--- src/rtl/irg_pkg.sv ---
// Purpose: Shared constants and types of the initial reset generator
// Assumes: Slow oscillator near 32.768 kHz, ref_clk at 10 MHz
// Notes:   Timing counts are derived from times in their own units
package irg_pkg;

  // Slow oscillator and divided release tick
  localparam int SLOW_HZ        = 32768;
  localparam int TICK_HZ        = 2;
  localparam int DIV_HALF_TICKS = SLOW_HZ / (2 * TICK_HZ);
  // Key noise reject: least time, rounded up to whole slow periods
  localparam int NOISE_US       = 1500;
  localparam int NOISE_TICKS    = (NOISE_US * SLOW_HZ + 999999) / 1000000;
  // Time qualifier: lower end of the 1 to 2 s window
  localparam int QUAL_MS        = 1000;
  localparam int QUAL_TICKS     = (QUAL_MS * SLOW_HZ + 999) / 1000;

  // Core restart values
  localparam logic [15:0] PC_RESET_VAL = 16'h0110;

  // Key combination options
  localparam int KEY_OPT_NONE = 1;
  localparam int KEY_OPT_ALL4 = 2;
  localparam int KEY_OPT_K012 = 3;
  localparam int KEY_OPT_K01  = 4;
  localparam logic [3:0] KEY_MASK_ALL4 = 4'hf;
  localparam logic [3:0] KEY_MASK_K012 = 4'h7;
  localparam logic [3:0] KEY_MASK_K01  = 4'h3;

  // Register map (byte addresses)
  localparam logic [7:0] REG_CTRL   = 8'h00;
  localparam logic [7:0] REG_STATUS = 8'h04;
  localparam int         CTRL_LVL_BIT  = 0;
  localparam logic       CTRL_LVL_RST  = 1'b0;
  localparam int         ST_HELD_BIT   = 0;
  localparam int         ST_BLOCK_BIT  = 1;
  localparam int         ST_KEYLOW_BIT = 2;
  localparam int         ST_PREFIX_BIT = 3;
  localparam int         ST_LVL_BIT    = 4;
  localparam logic [1:0] RESP_OKAY   = 2'h0;
  localparam logic [1:0] RESP_SLVERR = 2'h2;

  // Reset sequencer states
  typedef enum logic [2:0] {
    S_RUN  = 3'h1,
    S_HELD = 3'h2,
    S_LOAD = 3'h4
  } irg_state_t;

  // Events from the core
  typedef struct packed {
    logic wide_sp_wr;       // Wide stack pointer written
    logic nibble_sp_wr;     // Nibble stack pointer written
    logic prefix_wr;        // Address prefix register written
    logic instr_done;       // One instruction completed
  } irg_core_req_t;

  // Initial state handed to the core
  typedef struct packed {
    logic        pc_load;   // One-cycle load of pc_value
    logic [15:0] pc_value;  // Restart address
    logic        int_clr;   // Clear interrupt flag
    logic        prefix_flag; // Next instruction uses extended addressing
    logic        irq_block; // All interrupts incl. non-maskable blocked
  } irg_core_init_t;

endpackage : irg_pkg

--- src/rtl/irg_sync3.sv ---
// Purpose: Three-stage input synchroniser with agreement filter
// Assumes: Inputs are asynchronous to clk
// Notes:   A change is taken once stages two and three agree
`timescale 1ns/1ps
`default_nettype none
module irg_sync3 #(
  parameter int         W    = 1,
  parameter logic [W-1:0] INIT = '1
) (
  input  wire logic         clk,     // Sampling clock
  input  wire logic         rst_n,   // Async reset, active low
  input  wire logic [W-1:0] din,     // Raw pin level
  output logic      [W-1:0] dout     // Filtered level
);

  logic [W-1:0] s1_ff, s2_ff, s3_ff, out_ff;
  logic [W-1:0] nxt_out;

  // Only the second stage looks at the first
  always_comb begin
    nxt_out = out_ff;
    for (int i = 0; i < W; i++) begin
      if (s2_ff[i] == s3_ff[i]) begin
        nxt_out[i] = s3_ff[i];
      end
    end
  end

  always_ff @(posedge clk or negedge rst_n) begin
    if (!rst_n) begin
      s1_ff  <= INIT;
      s2_ff  <= INIT;
      s3_ff  <= INIT;
      out_ff <= INIT;
    end else begin
      s1_ff  <= din;
      s2_ff  <= s1_ff;
      s3_ff  <= s2_ff;
      out_ff <= nxt_out;
    end
  end

  assign dout = out_ff;

endmodule : irg_sync3
`default_nettype wire

--- src/rtl/irg_lowtimer.sv ---
// Purpose: Counts slow ticks while a condition holds
// Assumes: tick is a one-cycle pulse per slow oscillator period
// Notes:   Count restarts as soon as active drops
`timescale 1ns/1ps
`default_nettype none
module irg_lowtimer #(
  parameter int N = 50,
  parameter int W = $clog2(N + 1)
) (
  input  wire logic clk,     // Clock
  input  wire logic rst_n,   // Async reset, active low
  input  wire logic tick,    // Slow oscillator tick
  input  wire logic active,  // Condition being timed
  output logic      done     // Condition held N ticks
);

  logic [W-1:0] cnt_ff, nxt_cnt;
  logic         done_ff, nxt_done;

  // Saturating count; no oscillator means no ticks, so nothing completes
  always_comb begin
    nxt_cnt = cnt_ff;
    if (!active) begin
      nxt_cnt = '0;
    end else if (tick && (cnt_ff != W'(N))) begin
      nxt_cnt = cnt_ff + W'(1);
    end
    nxt_done = active && (nxt_cnt == W'(N));
  end

  always_ff @(posedge clk or negedge rst_n) begin
    if (!rst_n) begin
      cnt_ff  <= '0;
      done_ff <= 1'b0;
    end else begin
      cnt_ff  <= nxt_cnt;
      done_ff <= nxt_done;
    end
  end

  assign done = done_ff;

endmodule : irg_lowtimer
`default_nettype wire

--- src/rtl/irg_reset_gen.sv ---
// Purpose: Initial reset generator with key reset and supply select
// Assumes: Pins are asynchronous; core events are on ref_clk
// Notes:   Registers over AXI4-Lite; one write and one read at a time
`timescale 1ns/1ps
`default_nettype none
// Operation
// - Low reset pin sets latch holding reset
// - Latch clears only on 2 Hz tick high
// - Reset from pin or key combination
// - Key combination filtered, 1.5 ms low needed
// - Filter idle until slow oscillator runs
// - Option picks key set or disables it
// - All four option needs every key low
// - Partial option ignores unselected keys
// - Optional qualifier needs 1 to 2 s low
// - Reset loads PC 0110h, clears I and E
// - Interrupts blocked until both stack pointers written
// - Prefix write sets flag for next instruction
// - Supply level 1.3 V or 2.2 V by software
// - RC slow oscillator forces 2.2 V level
// - Level bit one means 2.2 V, resets zero
module irg_reset_gen
  import irg_pkg::*;
#(
  parameter int         KEY_OPT   = KEY_OPT_ALL4,
  parameter bit         TIME_QUAL = 1'b0,
  parameter bit         SLOW_RC   = 1'b0,
  parameter int         DIV_HALF  = DIV_HALF_TICKS,
  parameter int         NOISE_N   = NOISE_TICKS,
  parameter int         QUAL_N    = QUAL_TICKS
) (
  input  wire logic           ref_clk,        // 10 MHz clock
  input  wire logic           reset_n,        // Async power-on reset
  input  wire logic           reset_pin_n,    // Reset pin, low requests
  input  wire logic           slow_oscillator, // Slow oscillator level
  input  wire logic [3:0]     key_input_bits, // Key input port
  input  wire irg_core_req_t  core_req,       // Core events
  output irg_core_init_t      core_init,      // Core initial state
  output logic                init_reset_n,   // Internal reset, low active
  output logic                internal_logic_supply, // 1: 2.2 V, 0: 1.3 V
  input  wire logic [7:0]     s_axi_awaddr,   // Write address
  input  wire logic           s_axi_awvalid,  // Write address valid
  output logic                s_axi_awready,  // Write address ready
  input  wire logic [31:0]    s_axi_wdata,    // Write data
  input  wire logic [3:0]     s_axi_wstrb,    // Write strobes
  input  wire logic           s_axi_wvalid,   // Write data valid
  output logic                s_axi_wready,   // Write data ready
  output logic [1:0]          s_axi_bresp,    // Write response
  output logic                s_axi_bvalid,   // Write response valid
  input  wire logic           s_axi_bready,   // Write response ready
  input  wire logic [7:0]     s_axi_araddr,   // Read address
  input  wire logic           s_axi_arvalid,  // Read address valid
  output logic                s_axi_arready,  // Read address ready
  output logic [31:0]         s_axi_rdata,    // Read data
  output logic [1:0]          s_axi_rresp,    // Read response
  output logic                s_axi_rvalid,   // Read data valid
  input  wire logic           s_axi_rready    // Read data ready
);

  localparam int DW = $clog2(DIV_HALF);

  // Selected key mask per build option
  localparam logic [3:0] KEY_MASK =
    (KEY_OPT == KEY_OPT_ALL4) ? KEY_MASK_ALL4 :
    (KEY_OPT == KEY_OPT_K012) ? KEY_MASK_K012 :
    (KEY_OPT == KEY_OPT_K01)  ? KEY_MASK_K01  : 4'h0;

  logic       pin_n_s, slow_s;
  logic [3:0] key_s;
  logic       slow_prev_ff, slow_tick;
  logic       keys_low, noise_done, qual_done, key_reset;

  // Pins pass the three-stage synchroniser
  irg_sync3 #(.W(1), .INIT(1'b0)) u_sync_pin (
    .clk   (ref_clk),
    .rst_n (reset_n),
    .din   (reset_pin_n),
    .dout  (pin_n_s)
  );

  irg_sync3 #(.W(1), .INIT(1'b0)) u_sync_slow (
    .clk   (ref_clk),
    .rst_n (reset_n),
    .din   (slow_oscillator),
    .dout  (slow_s)
  );

  irg_sync3 #(.W(4), .INIT(4'hf)) u_sync_key (
    .clk   (ref_clk),
    .rst_n (reset_n),
    .din   (key_input_bits),
    .dout  (key_s)
  );

  // Rising edge of the slow oscillator; none until it starts
  always_ff @(posedge ref_clk or negedge reset_n) begin
    if (!reset_n) begin
      slow_prev_ff <= 1'b0;
    end else begin
      slow_prev_ff <= slow_s;
    end
  end
  assign slow_tick = slow_s & ~slow_prev_ff;

  // Selected keys all low; unselected keys play no part
  assign keys_low = (KEY_OPT != KEY_OPT_NONE) &&
                    ((key_s & KEY_MASK) == 4'h0);

  // Noise reject, restarted whenever a selected key goes high
  irg_lowtimer #(.N(NOISE_N)) u_noise (
    .clk    (ref_clk),
    .rst_n  (reset_n),
    .tick   (slow_tick),
    .active (keys_low),
    .done   (noise_done)
  );

  // Optional time qualifier after the noise filter
  irg_lowtimer #(.N(QUAL_N)) u_qual (
    .clk    (ref_clk),
    .rst_n  (reset_n),
    .tick   (slow_tick),
    .active (noise_done),
    .done   (qual_done)
  );

  assign key_reset = TIME_QUAL ? qual_done : noise_done;

  // Free running divider gives the 2 Hz release tick
  logic [DW-1:0] div_ff, nxt_div;
  logic          hz2_ff, nxt_hz2;

  always_comb begin
    nxt_div = div_ff;
    nxt_hz2 = hz2_ff;
    if (slow_tick) begin
      if (div_ff == DW'(DIV_HALF - 1)) begin
        nxt_div = '0;
        nxt_hz2 = ~hz2_ff;
      end else begin
        nxt_div = div_ff + DW'(1);
      end
    end
  end

  always_ff @(posedge ref_clk or negedge reset_n) begin
    if (!reset_n) begin
      div_ff <= '0;
      hz2_ff <= 1'b0;
    end else begin
      div_ff <= nxt_div;
      hz2_ff <= nxt_hz2;
    end
  end

  // Reset latch sequencer: held state is the latch
  irg_state_t state_ff, nxt_state;
  logic       set_req;

  assign set_req = ~pin_n_s | key_reset;

  always_comb begin
    nxt_state = state_ff;
    case (state_ff)
      S_RUN: begin
        if (set_req) begin
          nxt_state = S_HELD;
        end
      end
      S_HELD: begin
        // Set wins over the tick; only a high tick releases
        if (!set_req && hz2_ff) begin
          nxt_state = S_LOAD;
        end
      end
      S_LOAD: begin
        nxt_state = set_req ? S_HELD : S_RUN;
      end
      default: begin
        nxt_state = S_HELD;
      end
    endcase
  end

  // Power-on enters the held state so the core never runs unreset
  always_ff @(posedge ref_clk or negedge reset_n) begin
    if (!reset_n) begin
      state_ff <= S_HELD;
    end else begin
      state_ff <= nxt_state;
    end
  end

  // Pin low asserts at once; release follows the latch
  assign init_reset_n = reset_n & reset_pin_n &
                        (state_ff != S_HELD);

  // Core initial state and interrupt blocking
  logic sp1_ok_ff, sp2_ok_ff, nxt_sp1_ok, nxt_sp2_ok;
  logic pre_ff, nxt_pre;
  logic load_ff, nxt_load;
  logic iclr_ff, nxt_iclr;

  always_comb begin
    nxt_sp1_ok = sp1_ok_ff;
    nxt_sp2_ok = sp2_ok_ff;
    nxt_pre    = pre_ff;
    nxt_load   = (state_ff == S_LOAD);
    nxt_iclr   = (state_ff != S_RUN);
    if (state_ff != S_RUN) begin
      nxt_sp1_ok = 1'b0;
      nxt_sp2_ok = 1'b0;
      nxt_pre    = 1'b0;
    end else begin
      // Re-writing one pointer of a set pair blocks until the other
      if (core_req.wide_sp_wr) begin
        nxt_sp1_ok = 1'b1;
        if (!core_req.nibble_sp_wr && sp1_ok_ff && sp2_ok_ff) begin
          nxt_sp2_ok = 1'b0;
        end
      end
      if (core_req.nibble_sp_wr) begin
        nxt_sp2_ok = 1'b1;
        if (!core_req.wide_sp_wr && sp1_ok_ff && sp2_ok_ff) begin
          nxt_sp1_ok = 1'b0;
        end
      end
      // Prefix lasts for exactly the following instruction
      if (core_req.prefix_wr) begin
        nxt_pre = 1'b1;
      end else if (core_req.instr_done) begin
        nxt_pre = 1'b0;
      end
    end
  end

  always_ff @(posedge ref_clk or negedge reset_n) begin
    if (!reset_n) begin
      sp1_ok_ff <= 1'b0;
      sp2_ok_ff <= 1'b0;
      pre_ff    <= 1'b0;
      load_ff   <= 1'b0;
      iclr_ff   <= 1'b1;
    end else begin
      sp1_ok_ff <= nxt_sp1_ok;
      sp2_ok_ff <= nxt_sp2_ok;
      pre_ff    <= nxt_pre;
      load_ff   <= nxt_load;
      iclr_ff   <= nxt_iclr;
    end
  end

  assign core_init.pc_load     = load_ff;
  assign core_init.pc_value    = PC_RESET_VAL;
  assign core_init.int_clr     = iclr_ff;
  assign core_init.prefix_flag = pre_ff;
  assign core_init.irq_block   = ~(sp1_ok_ff & sp2_ok_ff);

  // Supply level select; internal reset returns it to 1.3 V, or to 2.2 V with SLOW_RC
  logic lvl_ff, nxt_lvl;
  logic lvl_out_ff;

  // Write channel: address and data taken in either order
  logic       aw_have_ff, nxt_aw_have;
  logic [7:0] aw_addr_ff, nxt_aw_addr;
  logic       w_have_ff, nxt_w_have;
  logic       w_bit_ff, nxt_w_bit;
  logic       w_lane_ff, nxt_w_lane;
  logic       bvalid_ff, nxt_bvalid;
  logic [1:0] bresp_ff, nxt_bresp;

  assign s_axi_awready = ~aw_have_ff & ~bvalid_ff;
  assign s_axi_wready  = ~w_have_ff & ~bvalid_ff;

  always_comb begin
    nxt_aw_have = aw_have_ff;
    nxt_aw_addr = aw_addr_ff;
    nxt_w_have  = w_have_ff;
    nxt_w_bit   = w_bit_ff;
    nxt_w_lane  = w_lane_ff;
    nxt_bvalid  = bvalid_ff;
    nxt_bresp   = bresp_ff;
    nxt_lvl     = lvl_ff;
    if (s_axi_awvalid && s_axi_awready) begin
      nxt_aw_have = 1'b1;
      nxt_aw_addr = s_axi_awaddr;
    end
    if (s_axi_wvalid && s_axi_wready) begin
      nxt_w_have = 1'b1;
      nxt_w_bit  = s_axi_wdata[CTRL_LVL_BIT];
      nxt_w_lane = s_axi_wstrb[0];
    end
    // Commit one cycle after both halves are held
    if (aw_have_ff && w_have_ff) begin
      nxt_aw_have = 1'b0;
      nxt_w_have  = 1'b0;
      nxt_bvalid  = 1'b1;
      if (aw_addr_ff == REG_CTRL) begin
        nxt_bresp = RESP_OKAY;
        if (w_lane_ff) begin
          nxt_lvl = w_bit_ff;
        end
      end else if (aw_addr_ff == REG_STATUS) begin
        nxt_bresp = RESP_OKAY;  // Status is read only
      end else begin
        nxt_bresp = RESP_SLVERR;
      end
    end else if (bvalid_ff && s_axi_bready) begin
      nxt_bvalid = 1'b0;
    end
    if (state_ff != S_RUN) begin
      nxt_lvl = CTRL_LVL_RST;
    end
  end

  always_ff @(posedge ref_clk or negedge reset_n) begin
    if (!reset_n) begin
      aw_have_ff <= 1'b0;
      aw_addr_ff <= 8'h00;
      w_have_ff  <= 1'b0;
      w_bit_ff   <= 1'b0;
      w_lane_ff  <= 1'b0;
      bvalid_ff  <= 1'b0;
      bresp_ff   <= RESP_OKAY;
      lvl_ff     <= CTRL_LVL_RST;
      lvl_out_ff <= SLOW_RC;
    end else begin
      aw_have_ff <= nxt_aw_have;
      aw_addr_ff <= nxt_aw_addr;
      w_have_ff  <= nxt_w_have;
      w_bit_ff   <= nxt_w_bit;
      w_lane_ff  <= nxt_w_lane;
      bvalid_ff  <= nxt_bvalid;
      bresp_ff   <= nxt_bresp;
      lvl_ff     <= nxt_lvl;
      lvl_out_ff <= SLOW_RC | nxt_lvl;
    end
  end

  assign s_axi_bvalid          = bvalid_ff;
  assign s_axi_bresp           = bresp_ff;
  assign internal_logic_supply = lvl_out_ff;

  // Read channel: answer on the same edge that takes the address
  logic        rvalid_ff, nxt_rvalid;
  logic [31:0] rdata_ff, nxt_rdata;
  logic [1:0]  rresp_ff, nxt_rresp;

  assign s_axi_arready = ~rvalid_ff;

  always_comb begin
    nxt_rvalid = rvalid_ff;
    nxt_rdata  = rdata_ff;
    nxt_rresp  = rresp_ff;
    if (s_axi_arvalid && s_axi_arready) begin
      nxt_rvalid = 1'b1;
      nxt_rdata  = 32'h0;
      nxt_rresp  = RESP_OKAY;
      if (s_axi_araddr == REG_CTRL) begin
        nxt_rdata[CTRL_LVL_BIT] = lvl_ff;
      end else if (s_axi_araddr == REG_STATUS) begin
        nxt_rdata[ST_HELD_BIT]   = (state_ff == S_HELD);
        nxt_rdata[ST_BLOCK_BIT]  = ~(sp1_ok_ff & sp2_ok_ff);
        nxt_rdata[ST_KEYLOW_BIT] = noise_done;
        nxt_rdata[ST_PREFIX_BIT] = pre_ff;
        nxt_rdata[ST_LVL_BIT]    = lvl_out_ff;
      end else begin
        nxt_rresp = RESP_SLVERR;
      end
    end else if (rvalid_ff && s_axi_rready) begin
      nxt_rvalid = 1'b0;
    end
  end

  always_ff @(posedge ref_clk or negedge reset_n) begin
    if (!reset_n) begin
      rvalid_ff <= 1'b0;
      rdata_ff  <= 32'h0;
      rresp_ff  <= RESP_OKAY;
    end else begin
      rvalid_ff <= nxt_rvalid;
      rdata_ff  <= nxt_rdata;
      rresp_ff  <= nxt_rresp;
    end
  end

  assign s_axi_rvalid = rvalid_ff;
  assign s_axi_rdata  = rdata_ff;
  assign s_axi_rresp  = rresp_ff;

endmodule : irg_reset_gen
`default_nettype wire

--- config.mk ---
export PLATFORM = sky130hd
export DESIGN_NAME = irg_reset_gen
export DESIGN_NICKNAME = d
export VERILOG_FILES = /design/src/rtl/irg_pkg.sv /design/src/rtl/irg_sync3.sv /design/src/rtl/irg_lowtimer.sv /design/src/rtl/irg_reset_gen.sv
export SDC_FILE = /design/constraint.sdc
export NUM_CORES = 1
export LEC_CHECK = 0
export ABC_AREA = 1
export ABC_CLOCK_PERIOD_IN_PS = 3000
export BUFFER_PORTS_ARGS = -buffer_cell sky130_fd_sc_hd__clkbuf_2
export CORE_MARGIN = 1
export CORE_UTILIZATION = 32
export DETAILED_ROUTE_END_ITERATION = 7
export SLEW_MARGIN = 15
export SYNTH_ARGS = -nofsm -noshare
export SYNTH_HDL_FRONTEND = slang
export SYNTH_SLANG_ARGS = --single-unit
--- constraint.sdc ---
create_clock -name ref_clk -period 3 [get_ports ref_clk]
set_input_delay 0.6 -clock ref_clk [delete_from_list [all_inputs] [get_ports ref_clk]]
set_output_delay 0.6 -clock ref_clk [all_outputs]
set_load 0.05 [all_outputs]
# Word level (Yosys, flattened, before mapping)
# Index checks and enable logic that the tools add are counted.
[totals] regBits=78 inputBits=69 output_inout_bits=63 word_cells=142
[op_classes] n_addsub=2 n_eq_ne=18 n_mux=37 bitwise_logic=15 reduce_logical=33
[ops] op="two-way mux 1 bit" count=24
[ops] op="== test 8 x 3 -> 1 bit, second input constant" count=2
[ops] op="zero test 8 bit" count=2
[ops] op="nonzero test 2 bit" count=7
[ops] op="adder 13 x 1 -> 13 bit, second input constant" count=1
[ops] op="== test 13 bit, second input constant" count=1
[ops] op="logical AND 1 bit" count=13
[ops] op="two-way mux 13 bit" count=1
[ops] op="two-way mux 6 bit" count=2
[ops] op="two-way mux 2 bit" count=5
[ops] op="one-hot mux 3 bit (3 select lines)" count=1
[ops] op="nonzero test 3 bit" count=3
[ops] op="NOT 1 bit" count=8
[ops] op="adder 6 x 1 -> 6 bit, second input constant" count=1
[ops] op="bitwise AND 1 bit" count=6
[ops] op="== test 1 bit" count=6
[ops] op="== test 6 bit, second input constant" count=1
[ops] op="two-way mux 3 bit" count=2
[ops] op="inequality test 6 bit, second input constant" count=1
[ops] op="AND reduction 2 bit" count=3
[ops] op="two-way mux 5 bit" count=1
[ops] op="zero test 4 bit" count=1
[ops] op="two-way mux 4 bit" count=1
[ops] op="inequality test 2 bit, second input constant" count=2
[ops] op="other kinds (8)" count=10

# Depth between registers and ports, before layout
# Gate-level depths: netlist of the first run.
[logic_depth] ltp_word=7 ltp_mapped=10 ltp_nobuf=10

# Cells and area by module
# A second synthesis of the first run with hierarchy kept.
[hier_totals] hier_cells=404 hier_area_um2=3613.5
[modules_own_cells] module="irg_reset_gen" instances=1 cells_each=301 area_per_inst_um2=2484.9 seq_area_each_um2=1128.6
[modules_own_cells] module="irg_sync3 (u_sync_key)" instances=1 cells_each=32 area_per_inst_um2=485.5 seq_area_each_um2=420.4
[modules_own_cells] module="irg_lowtimer" instances=1 cells_each=55 area_per_inst_um2=410.4 seq_area_each_um2=175.2
[modules_own_cells] module="irg_sync3 (u_sync_pin ...)" instances=2 cells_each=8 area_per_inst_um2=116.4 seq_area_each_um2=100.1

# Worst setup path after synthesis of the first run
# No wires, ideal clock.
[synth_timing] path_kind="register to register" start="register bvalid_ff (netlist: s_axi_bvalid)" end="register aw_addr_ff[1]" setup_time_ps=124 arrival_time_ps=1957 required_ps=2876 path_slack_ps=920 stages_incl_launch_ff=6 n_path_buf=1 synth_period_minus_slack_ps=2080 path_cell_list="dfrtp_1 nor2_1 nand2_1 buf_2 nor2_1 a21oi_1"
[synth_between] elab_chain_cells=3
[synth_rtl] element="from (decl)" line="irg_reset_gen.sv:269" text="logic bvalid_ff, nxt_bvalid;"
[synth_rtl] element="from (signal assigned)" line="irg_reset_gen.sv:333" text="bvalid_ff <= nxt_bvalid;"
[synth_rtl] element="NOT 1 bit" line="irg_reset_gen.sv:272" text="assign s_axi_awready = ~aw_have_ff & ~bvalid_ff;"
[synth_rtl] element="bitwise AND 1 bit" line="irg_reset_gen.sv:272"
[synth_rtl] element="named net s_axi_awready" line="irg_reset_gen.sv:43" text="output logic s_axi_awready,"
[synth_rtl] element="logical AND 1 bit" line="irg_reset_gen.sv:284" text="if (s_axi_awvalid && s_axi_awready) begin"
[synth_rtl] element="to (signal assigned)" line="irg_reset_gen.sv:329" text="aw_addr_ff <= nxt_aw_addr;"
[synth_rtl] element="to (decl)" line="irg_reset_gen.sv:265" text="logic [7:0] aw_addr_ff, nxt_aw_addr;"
# The timed path passes the listed nets, and every way through them passes these cells.
# A chain may end at the register's enable or synchronous reset.

# Worst setup path in the final report of the first run
[layout_timing] start="register state_ff[1]" end="output init_reset_n"
[layout_between] elab_chain_cells=2
[layout_rtl] element="from (decl)" line="irg_reset_gen.sv:157" text="irg_state_t state_ff, nxt_state;"
[layout_rtl] element="from (signal assigned)" line="irg_reset_gen.sv:190" text="state_ff <= nxt_state;"
[layout_rtl] element="inequality test 3 x 2 -> 1 bit" line="irg_reset_gen.sv:196" text="(state_ff != S_HELD);"
[layout_rtl] element="bitwise AND 1 bit" line="irg_reset_gen.sv:195" text="assign init_reset_n = reset_n & reset_pin_n &"
[layout_rtl] element="to (decl)" line="irg_reset_gen.sv:39" text="output logic init_reset_n,"
# Every way passes these cells.

==> flow_summary.yaml, run 1 <==
synth:
  synthTopCellsByCount: "dfrtp_1, nand2_1, buf_4, inv_1, nor2_1"
  synth_cell_types: 33
  synthCells: 358
  ys_seq_area_share_pct: 55.28
  synth_edf_count: 0
  synthTopCellsByArea: "dfrtp_1, dfstp_2, buf_4"
  ys_async_sr_fraction_pct: 100.0
  yosysTopAreaCellShare_pct: 41.70
  synth.most_common_cell: "dfrtp_1"
  yosysWarnings: 0
  synth_ff_type: "dfrtp_1"
  syn-mean-instance-area_um2: 9.723
  synth_area_um2: 3481
  synth-seq-cells: 76
  yosys.area.top_type: "dfrtp_1"
die:
  die_area_um2: 11300
  fp.dieW_um: 106.3
  start_util_pct: 33.42
  die_y_um: 106.3
  placementRows: 37
  core_um2: 10420
  io-pin-count: 132
sta:
  setup_ws_ps: 909.1
  fmax_ghz: 0.4783
  rsz0062_at_grt: "no"
  finalSetupViolCount: 0
  clock_skew_ps: 9.539
  final-hold-violation-count: 0
  finalCritPeriodShare_pct: 69.70
  worst_slew_margin_rel_pct: 39.28
  fin_crit_ps: 2091
  slew_viol_final: 0
  setup_tns_ps: 0
  tightest_slew_ps: 910.7
setup_path:
  crit_required_ps: 2400
  path_class: "reg2out"
  worstPathArrival_ps: 1490
  endpoint_kind: "primary output"
  startpoint_type: "register"
  crit_path_max_fanout: 4
power_and_ir_drop:
  p_switching_mw: 0.9249
  powerDensity_nw_per_um2: 667.5
  switching_share_pct: 35.64
  p_int_mw: 1.670
  ir_worst_vdd_mv: 0.3703
  seq_power_share_pct: 49.1
  pwr-share-clk_pct: 27.5
  power.leakage_nw: 1.951
  pwr-share-comb_pct: 23.4
clock_network:
  hold_buffers: 0
  path_clk_slew_ps: 80
  post_cts_buffers: 0
  clock_path_buffers: 2
  cts.root.buffer_cell: "clkbuf_8"
  cts_buffers: 9
  clkSinkCount: 76
  cts_resized: 0
  clk-insertion-delay-late_ps: 340
  htree_levels: 3
  cts_tree: "yes"
finish:
  layout-drive-gt1-share_pct: 27.38
  diodes: 0
  fillerInstances: 1082
  finalNonFillerCells: 556
  nets: 487
  syn_to_final_growth_pct: 11.68
route:
  drt_iter0_markers: 95
  drt-total-wl_um: 5503
  vias_per_cell: 4.129
  wl_per_cell_um: 9.897
  ant_nets: 0
  drc_errors: 0
  drt_pass1_iterations: 4
  via_count: 2296
place:
  dp.cells: 540
  hpwl_um: 4074
  dpl_worst_slack_ps: 1253
  portBuffers: 52
  routabilityCongestion: 0.7601
global_routing:
  grt_overflow: 0
  track_usage_pct: 11.39
  antenna_found_initial: 0
  grt_pass1_vias: 2290
  grt_pass1_wl_um: 10060
  grt_max_degree: 77
outcome:
  status: "complete, no violations"
job:
  max_cap_viol_count: 0
min_path:
  holdCritPathClass: "in2reg"
cells by family (layout without fill, tap and decap cells):
kind of cell | after synthesis | in the layout | synth area share [%]
DFF | 76 | 76 | 55.28
other | 2 | 45 | 0.2158
adders and majority gates | 9 | 9 | 2.804
muxes | 5 | 5 | 1.617
AOI/OAI and AO/OA | 28 | 28 | 4.529
buffers and inverters | 95 | 114 | 15.67
xor gates and xnor gates | 7 | 7 | 1.761
and+or+nand+nor | 136 | 136 | 18.12
power groups by stage:
stage                     sequential [mW]  combinational (mW)  clock, mW
after global placement               1.29               0.602          0
after floorplan                      1.34               0.468          0
final                                1.27               0.606      0.714
after CTS                            1.28               0.616      0.750
after global routing                 1.30               0.671      0.791
after detailed placement             1.29               0.615          0
cell type report:
type	instances	area (um2)	share of cell area [%]
Sequential cell	76	1924	49.50
Multi-Input combinational cell	230	1172	30.16
Timing Repair Buffer	53	270.3	6.952
Tap cell	136	170.2	4.377
Inverter	45	168.9	4.345
Clock buffer	10	137.6	3.540
Clock inverter	6	43.79	1.126
flip-flops by register name, indices dropped and copies added (netlist names), 3 cells and up:
register	flops
u_sync_key.dout	4
state_ff	3
u_noise.cnt_ff	6
s_axi_rdata	5
u_sync_key.s3_ff	4
u_sync_key.s2_ff	4
u_sync_key.s1_ff	4
aw_addr_ff	8
div_ff	13
cells in the final DEF (no fill, tap or decap):
cell / Yosys / layout
o21ai_0: 8 / 8
o31ai_1: 1 / 1
nor2_2: 5 / 5
ha_1: 3 / 3
clkinv_4: 0 / 1
clkinvlp_4: 0 / 1
a21oi_2: 1 / 1
inv_6: 0 / 1
xor2_1: 5 / 5
nor2_4: 1 / 1
o21bai_1: 2 / 2
inv_2: 5 / 5
a21oi_1: 13 / 13
nand4_1: 6 / 6
buf_4: 48 / 2
xnor2_1: 2 / 2
clkbuf_8: 0 / 10
nor3_2: 1 / 1
nor3b_2: 1 / 1
dfstp_2: 18 / 18
nor3b_1: 1 / 1
maj3_1: 6 / 6
inv_4: 0 / 3
nand3_2: 3 / 3
clkbuf_2: 0 / 51
nand3_1: 24 / 24
dfrtp_1: 58 / 58
o21a_1: 1 / 1
nor2_1: 36 / 36
conb_1: 2 / 45
inv_1: 40 / 40
a31o_2: 1 / 1
o21ai_1: 1 / 1
nand2_2: 5 / 5
nand2_1: 49 / 49
mux2_2: 5 / 5
nor3_1: 4 / 4
metrics by stage:
step	util, %	power, mW	instance area (um2)	hold WS (ps)
after CTS	37.32	2.643	3887	306.3
after floorplan	-	1.811	3642	304.4
after detailed placement	35.58	1.910	3706	336.3
final	37.32	2.595	3887	327.9
after global routing	37.32	2.764	3887	292.5
after global placement	35.58	1.890	3706	337.1
critical path: stages, from the launching register on:
cell,delay (ps)
dfstp_2,550
nand3_1,180
nand3_1,150
inv_1,50
clkbuf_2,220
final timing paths:
kind | from | endpoint | slack (ps) | depth (start not counted)
max | state_ff[1] | init_reset_n | 910 | 4
min in group asynchronous | reset_n | div_ff[4] | 500 | 2
max in group asynchronous | reset_n | s_axi_rdata[3] | 1890 | 2
max reg2reg | u_noise.cnt_ff[0] | u_noise.done | 1590 | 9
min | key_input_bits[3] | u_sync_key.s1_ff[3] | 330 | 1
min reg2reg | u_sync_slow.s1_ff | u_sync_slow.s2_ff | 350 | 0
metal layers:
metal / part of all wire (%) / vias up / GRT usage [%]
met4: 1.4 / 0 / 3.869
met3: 4.9 / 5 / 4.231
met1: 46 / 1073 / 13.45
li1: - / 1154 / -
met2: 48 / 64 / 19.02
met5: 0 / - / 0
Note: power is estimated with default switching activity, not from simulation.
==> inputs of run 2 (changes only) <==
--- a/config.mk
+++ b/config.mk
@@ -5,8 +5,8 @@
 export SDC_FILE = /design/constraint.sdc
 export NUM_CORES = 1
 export LEC_CHECK = 0
-export ABC_AREA = 1
-export ABC_CLOCK_PERIOD_IN_PS = 3000
+export ABC_AREA = 0
+export ABC_CLOCK_PERIOD_IN_PS = 1800
 export BUFFER_PORTS_ARGS = -buffer_cell sky130_fd_sc_hd__clkbuf_2
 export CORE_MARGIN = 1
 export CORE_UTILIZATION = 32
==> constraint.sdc (replaced) <==
create_clock -name ref_clk -period 1.8 [get_ports ref_clk]
set_input_delay 0.36 -clock ref_clk [delete_from_list [all_inputs] [get_ports ref_clk]]
set_output_delay 0.36 -clock ref_clk [all_outputs]
set_load 0.05 [all_outputs]
==> flow_summary.yaml, run 2 <==
sta:
  clock_skew_ps: 14.02
  whs_ps: 54.54
  finalCritPeriodShare_pct: 95.64
  fin_crit_ps: 1722
  final-hold-violation-count: 0
  slew_viol_final: 0
  setup_tns_ps: 0
  setup_ws_ps: 78.45
  fmax_ghz: 0.5809
  rsz0062_at_grt: "no"
  finalSetupViolCount: 0
global_routing:
  grt_pass1_wl_um: 9363
  grt_max_degree: 77
  grt_overflow: 0
  grt_pass1_vias: 1964
  antenna_found_initial: 0
  track_usage_pct: 10.98
route:
  drt_pass1_iterations: 4
  drt-total-wl_um: 5498
  ant_nets: 0
  drt_iter0_markers: 81
  drc_errors: 0
  via_count: 2053
  wl_per_cell_um: 11.27
  vias_per_cell: 4.207
place:
  portBuffers: 52
  hpwl_um: 3937
  routabilityCongestion: 0.7603
  dp.cells: 469
  dpl_worst_slack_ps: 141.7
finish:
  diodes: 0
  fillerInstances: 1039
  finalNonFillerCells: 488
  seqCellArea_um2: 1926
  layout-drive-gt1-share_pct: 33.52
  syn_to_final_growth_pct: 15.67
  largest_register_ffs: 13
  final_cell_mix: "dfrtp_1, clkbuf_2, conb_1"
  reg_top3: "div_ff (13), aw_addr_ff (8), u_noise.cnt_ff (6)"
  largest_register: "div_ff"
  final_common_cell: "dfrtp_1"
  multi_input_area_um2: 1199
  nets: 419
synth:
  synthTopCellsByCount: "dfrtp_1, buf_4, nor2_1, dfstp_2, nand2_1"
  syn-mean-instance-area_um2: 11.67
  synth_edf_count: 0
  synthCells: 288
  synth_cell_types: 46
  ys_seq_area_share_pct: 57.24
  synth_area_um2: 3362
  synth_ff_type: "dfrtp_1"
  ys_async_sr_fraction_pct: 100.0
  yosysWarnings: 0
  synthTopCellsByArea: "dfrtp_1, dfstp_2, buf_4"
  yosys.area.top_type: "dfrtp_1"
  yosysTopAreaCellShare_pct: 43.17
  synth-seq-cells: 76
  synth.most_common_cell: "dfrtp_1"
setup_path:
  r2r_start: "u_sync_slow.dout"
  crit_chain: "nor3b_2, buf_4, nor2_2, buf_12"
  cpPeakStageDelay_ps: 530
  crit_required_ps: 1440
  endpoint_kind: "primary output"
  r2r_setup_slack_ps: 210
  crit_path_max_fanout: 2
  r2r_cells: 4
  startpoint_type: "register"
  path_class: "reg2out"
  worst_path_max_delay_cell: "dfstp_2"
  worstPathArrival_ps: 1360
  r2r_end: "hz2_ff"
die:
  die_y_um: 104.5
  core_um2: 10280
  die_area_um2: 10920
  io-pin-count: 132
  placementRows: 37
  start_util_pct: 32.71
  fp.dieW_um: 104.5
power_and_ir_drop:
  power.leakage_nw: 1.861
  ir_worst_vdd_mv: 0.6555
  powerDensity_nw_per_um2: 1146
  total_power_mw: 4.457
job:
  max_cap_viol_count: 0
clock_network:
  cts_tree: "yes"
  path_clk_slew_ps: 70
  clock_path_buffers: 2
  cts.root.buffer_cell: "clkbuf_8"
  clkSinkCount: 76
  htree_levels: 3
  cts_buffers: 9
  clk-insertion-delay-late_ps: 350
min_path:
  holdCritPathClass: "in2async"
outcome:
  status: "complete, no violations"
## run 2: how the worst max path moves through the flow
| stage | start | to | slack, ps | cells after the start |
|---|---|---|---|---|
| 2_1_floorplan | s_axi_bvalid | aw_addr_ff[0] | 10 | 4 |
| 3_3_place_gp | s_axi_araddr[1] | s_axi_rdata[1] | 150 | 5 |
| 3_5_place_dp | s_axi_araddr[1] | s_axi_rdata[2] | 140 | 5 |
| 4_1_cts | state_ff[1] | init_reset_n | 20 | 4 |
| 5_1_grt | u_sync_slow.dout | div_ff[5] | 20 | 4 |
| 6_report | state_ff[1] | init_reset_n | 80 | 4 |
## run 2: power breakdown
group,switching (mW),leakage (nW),internal [mW]
registers,0.181,0.931,1.97
clock network,0.638,0.108,0.731
logic,0.627,0.823,0.310
total,1.45,1.86,3.01
## run 2: kinds of logic (layout without fill, tap and decap cells)
kind of cell,after synthesis,after routing,synth area share (%)
and+or+nand+nor,85,85,13.77
other,2,45,0.2234
muxes,12,12,3.982
AOI/OAI and AO/OA,27,27,5.545
buffers and inverters,62,83,12.43
DFF,76,76,57.24
adders and majority gates,9,9,2.903
xor gates and xnor gates,15,15,3.908
## run 2: area by class of cell
cell class,count,area share [%]
clock buffers,10,3.829
clock inverters,6,1.770
inverters,7,0.6757
multi-input cells,193,30.82
flip-flops and latches,76,49.52
well taps,136,4.376
repair buffers,60,9.009
## run 2: per-stage QoR
stage          utilization [%]  instance area [um2]
2_1_floorplan                -                 3533
3_3_place_gp             35.42                 3640
3_5_place_dp             35.42                 3640
4_1_cts                  37.66                 3870
5_1_grt                  37.84                 3889
6_report                 37.84                 3889
## run 2: critical path, delay by kind of cell, from the launching register on
family,cells,cell delay [ps]
flip-flops,1,530
AND/OR/NAND/NOR,2,200
buffers and inverters,2,290
## run 2: per-layer routing
metal  part of all wire (%)  GRT usage [%]  routed length [um]  up-vias
met3                    5.7          4.762                 316        9
met2                     45          16.37                2487       60
met4                    1.4          3.673                  76        0
li1                       -              -                   -     1000
met1                     48          14.21                2617      984
met5                      0              0                   0        -
## run 2: repair_timing
action / 4_1_cts / 5_1_grt
setup buffers: 1 / 2
endpoints found under the setup margin: 1 / 2
gates resized for setup: 1 / 2
cloned: 0 / 0
hold buffers: 0 / 0
